File: src/hdl/sdsi_pkg.sv
// sdsi_pkg: constants, register map and state types of the switch/dim sensor input
// assumes a 125 MHz system clock and a plain address/strobe register port
package sdsi_pkg;

    // clock and time base
    localparam int CLK_FREQ_HZ = 125_000_000;
    localparam int MS_PER_S = 1000;
    localparam int CYC_PER_MS = CLK_FREQ_HZ / MS_PER_S;
    localparam int CYCLIC_MS = 60000;

    // register port
    localparam int AW = 3;
    localparam int DW = 16;
    localparam logic [2:0] ADDR_CTRL = 3'h0;
    localparam logic [2:0] ADDR_CFG = 3'h1;
    localparam logic [2:0] ADDR_TIME = 3'h2;
    localparam logic [2:0] ADDR_SWITCH = 3'h3;
    localparam logic [2:0] ADDR_STATUS = 3'h4;

    // control register bits
    localparam int CTRL_BLOCK = 0;
    localparam int CTRL_MAN_EN = 1;
    localparam int CTRL_MAN_LVL = 2;
    localparam logic [15:0] CTRL_RST = 16'h0000;

    // configuration register fields
    localparam int CFG_DB_LSB = 0;
    localparam int CFG_OPEN = 3;
    localparam int CFG_ONLY_DIM = 4;
    localparam int CFG_SHORT_LSB = 5;
    localparam int CFG_DIR_LSB = 7;
    localparam int CFG_STEPPED = 10;
    localparam int CFG_STEP_LSB = 11;
    localparam int CFG_CYC_EN = 14;
    localparam logic [15:0] CFG_RST = 16'h1a43;

    // timing register fields
    localparam int TIME_LONG_LSB = 0;
    localparam int TIME_REP_LSB = 8;
    localparam logic [15:0] TIME_RST = 16'h0101;

    // short reaction codes
    localparam logic [1:0] SHORT_ON = 2'h0;
    localparam logic [1:0] SHORT_OFF = 2'h1;
    localparam logic [1:0] SHORT_TOGGLE = 2'h2;
    localparam logic [1:0] SHORT_NONE = 2'h3;

    // dimming direction codes
    localparam logic [2:0] DIR_BRIGHTER = 3'h0;
    localparam logic [2:0] DIR_DARKER = 3'h1;
    localparam logic [2:0] DIR_ALT = 3'h2;
    localparam logic [2:0] DIR_ALT_BR_ON = 3'h3;
    localparam logic [2:0] DIR_ALT_DK_ON = 3'h4;

    // dimming command layout
    localparam int CMD_DIR = 3;
    localparam logic [2:0] STEP_STOP = 3'h0;
    localparam logic [2:0] STEP_FULL = 3'h1;

    // time tables in ms
    localparam logic [7:0] DB_MS [0:6] = '{8'd10, 8'd20, 8'd30, 8'd50, 8'd70, 8'd100, 8'd150};
    localparam logic [15:0] LONG_MS [0:16] = '{16'd300, 16'd400, 16'd500, 16'd600, 16'd800,
        16'd1000, 16'd1200, 16'd1500, 16'd2000, 16'd3000, 16'd4000, 16'd5000, 16'd6000,
        16'd7000, 16'd8000, 16'd9000, 16'd10000};

    typedef enum logic [1:0] {PS_IDLE, PS_HOLD, PS_DIM} sdsi_ps_t;

    typedef struct packed {
        logic [1:0] sync;
        logic [15:0] ctrl;
        logic [15:0] cfg;
        logic [15:0] tim;
        logic sw;
        logic on_first;
        logic last_dir;
        logic [3:0] cmd;
        logic stable;
        logic [16:0] pre;
        logic [7:0] db_cnt;
        logic db_busy;
        logic [15:0] hold_cnt;
        logic [15:0] rep_cnt;
        logic [15:0] cyc_cnt;
        sdsi_ps_t ps;
        logic sw_send;
        logic dim_send;
        logic [15:0] rdata;
    } sdsi_st_t;

endpackage

File: src/hdl/sdsi_top.sv
// sdsi_top: one push-button input evaluated as switch/dim sensor
// assumes CONTACT_I is an asynchronous pin, level high means contact closed
`timescale 1ns/1ps

module sdsi_top
    import sdsi_pkg::*;
#(
    parameter int MS_CYC = CYC_PER_MS,
    parameter int CYCLIC_PERIOD_MS = CYCLIC_MS
) (
    // clock and reset
    input wire logic CLK_I,
    input wire logic RSTN_I,
    // contact pin
    input wire logic CONTACT_I,
    // register port
    input wire logic [AW-1:0] ADDR_I,
    input wire logic [DW-1:0] WDATA_I,
    input wire logic WR_I,
    input wire logic RD_I,
    output logic [DW-1:0] RDATA_O,
    // telegrams toward the bus
    output logic SW_VAL_O,
    output logic SW_SEND_O,
    output logic [3:0] DIM_CMD_O,
    output logic DIM_SEND_O
);

    sdsi_st_t st_reg;
    sdsi_st_t st_next;

    function automatic logic pick_dir(input logic sw, input logic last, input logic [2:0] mode,
                                      input logic first);
        logic d;
        d = ~last;
        if (mode == DIR_BRIGHTER) begin
            d = 1'b1;
        end else if (mode == DIR_DARKER) begin
            d = 1'b0;
        end else if (!sw) begin
            d = 1'b1;
        end else if (first && mode == DIR_ALT_BR_ON) begin
            d = 1'b1;
        end else if (first && mode == DIR_ALT_DK_ON) begin
            d = 1'b0;
        end
        return d;
    endfunction

    always_comb begin
        logic tick;
        logic frozen;
        logic raw;
        logic act;
        logic press;
        logic rel;
        logic start_dim;
        logic d;
        logic [7:0] db_ms;
        logic [15:0] long_ms;
        logic [15:0] rep_ms;
        logic [2:0] db_sel;
        logic [4:0] long_sel;
        logic [4:0] rep_sel;
        logic [2:0] step;
        tick = 1'b0;
        frozen = 1'b0;
        raw = 1'b0;
        act = 1'b0;
        press = 1'b0;
        rel = 1'b0;
        start_dim = 1'b0;
        d = 1'b0;
        db_ms = '0;
        long_ms = '0;
        rep_ms = '0;
        db_sel = '0;
        long_sel = '0;
        rep_sel = '0;
        step = '0;
        st_next = st_reg;
        st_next.sw_send = 1'b0;
        st_next.dim_send = 1'b0;
        st_next.rdata = '0;
        st_next.sync = {st_reg.sync[0], CONTACT_I};
        // millisecond time base
        tick = (st_reg.pre == 17'(MS_CYC - 1));
        st_next.pre = tick ? '0 : st_reg.pre + 17'd1;
        // table lookups
        db_sel = st_reg.cfg[CFG_DB_LSB +: 3];
        db_ms = (db_sel > 3'd6) ? DB_MS[6] : DB_MS[db_sel];
        long_sel = st_reg.tim[TIME_LONG_LSB +: 5];
        long_ms = (long_sel > 5'd16) ? LONG_MS[16] : LONG_MS[long_sel];
        rep_sel = st_reg.tim[TIME_REP_LSB +: 5];
        rep_ms = (rep_sel > 5'd16) ? LONG_MS[16] : LONG_MS[rep_sel];
        step = (st_reg.cfg[CFG_STEP_LSB +: 3] > 3'd6) ? 3'd7
             : st_reg.cfg[CFG_STEP_LSB +: 3] + 3'd1;
        // input source and polarity
        frozen = st_reg.ctrl[CTRL_BLOCK] && !st_reg.ctrl[CTRL_MAN_EN];
        raw = st_reg.ctrl[CTRL_MAN_EN] ? st_reg.ctrl[CTRL_MAN_LVL] : st_reg.sync[1];
        act = st_reg.cfg[CFG_OPEN] ? ~raw : raw;
        // debounce
        if (st_reg.db_busy) begin
            if (tick) begin
                st_next.db_cnt = st_reg.db_cnt + 8'd1;
                if (st_reg.db_cnt + 8'd1 >= db_ms) begin
                    st_next.db_busy = 1'b0;
                end
            end
        end else if (!frozen && act != st_reg.stable) begin
            st_next.stable = act;
            st_next.db_busy = 1'b1;
            st_next.db_cnt = '0;
            press = act;
            rel = ~act;
        end
        d = pick_dir(st_reg.sw, st_reg.last_dir, st_reg.cfg[CFG_DIR_LSB +: 3], st_reg.on_first);
        // actuation evaluation
        case (st_reg.ps)
            PS_IDLE: begin
                if (press) begin
                    if (st_reg.cfg[CFG_ONLY_DIM]) begin
                        start_dim = 1'b1;
                    end else begin
                        st_next.ps = PS_HOLD;
                        st_next.hold_cnt = '0;
                    end
                end
            end
            PS_HOLD: begin
                if (rel) begin
                    st_next.ps = PS_IDLE;
                    case (st_reg.cfg[CFG_SHORT_LSB +: 2])
                        SHORT_ON: begin
                            st_next.sw = 1'b1;
                            st_next.sw_send = 1'b1;
                        end
                        SHORT_OFF: begin
                            st_next.sw = 1'b0;
                            st_next.sw_send = 1'b1;
                        end
                        SHORT_TOGGLE: begin
                            st_next.sw = ~st_reg.sw;
                            st_next.sw_send = 1'b1;
                        end
                        default: begin
                            st_next.sw = st_reg.sw;
                        end
                    endcase
                end else if (st_reg.hold_cnt >= long_ms) begin
                    start_dim = 1'b1;
                end else if (tick && !frozen) begin
                    st_next.hold_cnt = st_reg.hold_cnt + 16'd1;
                end
            end
            PS_DIM: begin
                if (rel) begin
                    st_next.ps = PS_IDLE;
                    if (!st_reg.cfg[CFG_STEPPED]) begin
                        st_next.cmd = {st_reg.last_dir, STEP_STOP};
                        st_next.dim_send = 1'b1;
                    end
                end else if (st_reg.cfg[CFG_STEPPED] && tick && !frozen) begin
                    if (st_reg.rep_cnt + 16'd1 >= rep_ms) begin
                        st_next.rep_cnt = '0;
                        st_next.dim_send = 1'b1;
                    end else begin
                        st_next.rep_cnt = st_reg.rep_cnt + 16'd1;
                    end
                end
            end
            default: begin
                st_next.ps = PS_IDLE;
            end
        endcase
        if (start_dim) begin
            st_next.ps = PS_DIM;
            st_next.last_dir = d;
            st_next.on_first = 1'b0;
            st_next.rep_cnt = '0;
            st_next.cmd = {d, st_reg.cfg[CFG_STEPPED] ? step : STEP_FULL};
            st_next.dim_send = 1'b1;
        end
        // cyclic sending of the switch state, independent of block
        if (st_reg.cfg[CFG_CYC_EN]) begin
            if (tick) begin
                if (st_reg.cyc_cnt + 16'd1 >= 16'(CYCLIC_PERIOD_MS)) begin
                    st_next.cyc_cnt = '0;
                    st_next.sw_send = 1'b1;
                end else begin
                    st_next.cyc_cnt = st_reg.cyc_cnt + 16'd1;
                end
            end
        end else begin
            st_next.cyc_cnt = '0;
        end
        // register writes
        if (WR_I) begin
            case (ADDR_I)
                ADDR_CTRL: st_next.ctrl = WDATA_I & 16'h0007;
                ADDR_CFG: st_next.cfg = WDATA_I & 16'h7fff;
                ADDR_TIME: st_next.tim = WDATA_I & 16'h1f1f;
                ADDR_SWITCH: st_next.sw = WDATA_I[0];
                default: st_next.ctrl = st_next.ctrl;
            endcase
        end
        // a rising switch value arms the after-ON direction
        if (st_next.sw && !st_reg.sw) begin
            st_next.on_first = 1'b1;
        end
        // register reads
        if (RD_I) begin
            case (ADDR_I)
                ADDR_CTRL: st_next.rdata = st_reg.ctrl;
                ADDR_CFG: st_next.rdata = st_reg.cfg;
                ADDR_TIME: st_next.rdata = st_reg.tim;
                ADDR_SWITCH: st_next.rdata = {15'h0000, st_reg.sw};
                ADDR_STATUS: st_next.rdata = {4'h0, st_reg.ps, frozen, st_reg.stable,
                                              st_reg.cmd, st_reg.on_first, st_reg.last_dir,
                                              st_reg.db_busy, st_reg.sw};
                default: st_next.rdata = '0;
            endcase
        end
    end

    always_ff @(posedge CLK_I or negedge RSTN_I) begin
        if (!RSTN_I) begin
            st_reg <= '0;
            st_reg.ctrl <= CTRL_RST;
            st_reg.cfg <= CFG_RST;
            st_reg.tim <= TIME_RST;
            st_reg.ps <= PS_IDLE;
        end else begin
            st_reg <= st_next;
        end
    end

    assign RDATA_O = st_reg.rdata;
    assign SW_VAL_O = st_reg.sw;
    assign SW_SEND_O = st_reg.sw_send;
    assign DIM_CMD_O = st_reg.cmd;
    assign DIM_SEND_O = st_reg.dim_send;

endmodule // sdsi_top

File: config.mk
export PLATFORM = sky130hd
export DESIGN_NAME = sdsi_top
export DESIGN_NICKNAME = d
export VERILOG_FILES = /design/src/hdl/sdsi_pkg.sv /design/src/hdl/sdsi_top.sv
export SDC_FILE = /design/constraint.sdc
export NUM_CORES = 1
export LEC_CHECK = 0
export ABC_AREA = 1
export BUFFER_PORTS_ARGS = -buffer_cell sky130_fd_sc_hd__buf_2
export CAP_MARGIN = 15
export CORE_AREA = 2 2 151 153
export DETAILED_ROUTE_END_ITERATION = 10
export DIE_AREA = 0 0 153 155
export SLEW_MARGIN = 5
export SYNTH_ARGS = -nofsm -noshare
export SYNTH_HDL_FRONTEND = slang
export SYNTH_SLANG_ARGS = --single-unit
File: constraint.sdc
create_clock -name CLK_I -period 3.86 [get_ports CLK_I]
set_clock_uncertainty 0.1 [all_clocks]
set_input_delay 0.193 -clock CLK_I [delete_from_list [all_inputs] [get_ports CLK_I]]
set_output_delay 0.193 -clock CLK_I [all_outputs]
set_load 0.05 [all_outputs]
==> impl_metrics.toml <==
[status]
run_status = "finished, final reports clean"

[routing]
route.vias.total = 7493
ant_nets = 0
wl_um = 20900
drt-initial-drc-count = 374
drt-pass1-iter-count = 7
via_per_inst = 5.06
wl_per_cell_um = 14.1
drc = 0

[yosys]
synth.avg_cell_area_um2 = 7.58
synth_cell_type_count = 54
synth_top_area_share = 0.354
synth_edf_count = 0
synth_area_leaders = "dfrtp_1 (35%), nand2_1 (14%), ha_1 (7.8%)"
synth.largest_area_cell = "dfrtp_1"
synth_most_common_cell = "nand2_1"
synth-seq-area-share = 0.379
netlist_area_um2 = 8680
ys_async_sr_fraction = 1.00
yosys-top-cells-count = "nand2_1 (314), inv_1 (130), dfrtp_1 (123), nor2_1 (123), nand3_1 (55)"
ys.flop_type = "dfrtp_1"
yosysWarnings = 0
syn_inst = 1145
ys_seq_elements = 131
synth_nets = 1223

[pwr]
p_per_area_nw_per_um2 = 434
sequentialPowerShare = 0.392
intPower_uw = 2750
peakVddDrop_mv = 0.239
p_leak_uw = 0.00496
comb_power_share = 0.239
switchingPower_uw = 1460
p_clk_frac = 0.370
p_sw_frac = 0.347

[min_path]
hp-start = "RD_I"
hp-class = "in -> reg"
holdPathEnd = "RDATA_O[3]"
holdPathStages = 3

[sta]
rsz0062_at_grt = "no"
post-route-period-util = 0.882
fin_ws_ns = 0.456
final-hold-violation-count = 0
setup_viol = 0
fin_tns_setup_ns = 0
fin_crit_ns = 3.40
finalMaxSlewViolations = 0
fmax_mhz = 294
tightest_slew_ns = 1.12
relSlewSlack = 0.253

[floorplanning]
die_area_um2 = 23700
die_w_um = 153
core-area_um2 = 22200
initial_core_util = 0.391
num_rows = 55
top_level_ports = 47
fp.dieH_um = 155

[worst_setup_path]
r2r-end = "st_reg[50]"
worstRegToRegCells = 18
cp_max_fo = 15
crit_path_end_kind = "register"
cp.buffers_inverters = 3
crit_type = "reg -> reg"
worstPathRequired_ns = 4.12
cpPeakStageDelay_ns = 0.58
critPathSlowestCell = "dfstp_2"
crit_path_cell_trace = "inv_1, ha_1, nor2_1, inv_1, nor2_1, o21ai_0, ha_1, a21oi_1, nand2_1, nand2_1, nand2_1, nand2_1, nand2_1, nand3_2, nand2_2, nor2_2, inv_1, nor2_1"
crit_path_frequent_cell = "nand2_1"
setup.worst_path.start_class = "register"
r2r_slack_ns = 0.46
cp.arrival_ns = 3.66
rr_startpoint = "st_reg[102]"
worst_path_dominant_cell_family = "simple AND/OR/NAND/NOR gates"

[clock_tree]
clk_latency_ns = 0.42
clockBufferDepth = 2
cts_tree = "done"
htreeDepth = 4
cts.clk_slew.worst_paths_ns = 0.06
numCtsBuffers = 17
cts_root_buf = "clkbuf_16"
cts.sinks = 131
postCtsSetupBuffers = 0

[grt]
grt_pass1_wl_um = 35300
grt_max_degree = 80
grtUsageMet3 = 0.0343
overflow = 0
antenna_found_initial = 0
grt-busiest-layer = "met2"
gr-usage-met1 = 0.246
grt_pass1_vias = 7030
met2_usage = 0.304
grt.total_usage = 0.183

[place]
numPortBuffers = 44
place.gp.congestion = 0.885
pre_cts_ws_ns = 0.456
dpl.hpwl_um = 15300
post_dp_cell_area_um2 = 9020

[finish]
largest_register_ffs = 108
finish.utilization = 0.438
final_nets = 1262
antennaDiodeCount = 0
stdcell_area_um2 = 9730
n_fill_cell = 2221
drive_gt1_frac = 0.113
area_delta_synth_final_pct = 12.0

[flow_run]
maxCapViolations = 0
[placed cells by master, fill, tap and decap left out, types with 4 or more instances in the layout]
cell type,instances
xnor2_1,13
nor2_4,8
a211oi_1,6
nand3_1,55
buf_2,43
xor2_1,29
dfrtp_1,123
dlygate4sd3_1,15
nor2_2,6
nand2_2,7
a31oi_1,6
clkbuf_1,4
clkinv_2,5
a21oi_1,32
nor3_1,14
o21ai_0,52
inv_2,5
nand4_1,53
ha_1,54
o22ai_1,8
a21boi_0,4
buf_4,4
nor2_1,123
dfstp_2,8
nand3_2,4
inv_1,130
nand2_1,314
clkbuf_16,17
nor3_2,4
[cell families (layout without fill, tap and decap cells)]
| family | after synthesis | after routing | synth area share |
|---|---|---|---|
| AOI/OAI and AO/OA | 129 | 129 | 0.0869 |
| muxes | 3 | 3 | 0.00389 |
| xor gates and xnor gates | 42 | 42 | 0.0424 |
| DFF | 131 | 131 | 0.379 |
| and+or+nand+nor | 604 | 604 | 0.318 |
| buffers and inverters | 181 | 233 | 0.0916 |
| other | 1 | 1 | 0.000432 |
| adders and majority gates | 54 | 54 | 0.0778 |
[worst max path at each step]
stage,start,endpoint,slack [ns],cells after the start
floorplan,st_reg[102],st_reg[57],1.05,17
global placement,st_reg[102],st_reg[50],0.55,18
CTS,st_reg[102],st_reg[50],0.44,18
detailed placement,st_reg[102],st_reg[50],0.46,18
global route,st_reg[102],st_reg[46],0.15,18
finish,st_reg[102],st_reg[50],0.46,18
[power by group through the flow]
| stage | Clock [µW] | Sequential [µW] | Combinational [µW] |
|---|---|---|---|
| finish | 1560 | 1650 | 1010 |
| global route | 1660 | 1670 | 1150 |
| CTS | 1590 | 1650 | 1020 |
| detailed placement | 0 | 1670 | 1000 |
| global placement | 0 | 1670 | 982 |
| floorplan | 0 | 1640 | 768 |
[area by class of cell]
class | instances | area [µm²] | area share
Inverter | 138 | 518 | 0.0533
Clock buffer | 21 | 440 | 0.0453
Timing Repair Buffer | 63 | 407 | 0.0418
Tap cell | 285 | 357 | 0.0367
Multi-Input combinational cell | 833 | 4600 | 0.473
Clock inverter | 11 | 116 | 0.0120
Sequential cell | 131 | 3290 | 0.338
[repair_timing]
item                                    4_1_cts  5_1_grt
resized for setup                             0        0
hold buffers                                 15        0
endpoints found under the setup margin        0        0
hold endpoints to repair                     91        0
[metrics by stage]
step,instances,hold slack [ns],total power [µW]
after detailed placement,1435,0.203,2680
final,1482,0.00924,4220
after floorplan,1145,-0.203,2410
after global placement,1435,0.202,2650
after CTS,1482,0.0223,4260
after global routing,1482,0.0134,4470
[routing by layer]
| metal | routed length [µm] | part of all wire |
|---|---|---|
| met5 | 0 | 0 |
| met3 | 813 | 0.039 |
| met1 | 9950 | 0.48 |
| met2 | 9900 | 0.47 |
| met4 | 265 | 0.013 |
[worst reg2reg max path, stage by stage, from the launching register on]
cell	delay, ns
dfstp_2	0.58
inv_1	0.15
ha_1	0.37
nor2_1	0.10
inv_1	0.06
nor2_1	0.11
o21ai_0	0.10
ha_1	0.30
a21oi_1	0.15
nand2_1	0.07
nand2_1	0.06
nand2_1	0.05
nand2_1	0.05
nand2_1	0.09
nand3_2	0.12
nand2_2	0.13
nor2_2	0.54
inv_1	0.12
nor2_1	0.11
Power figures use the tool's default switching activity.
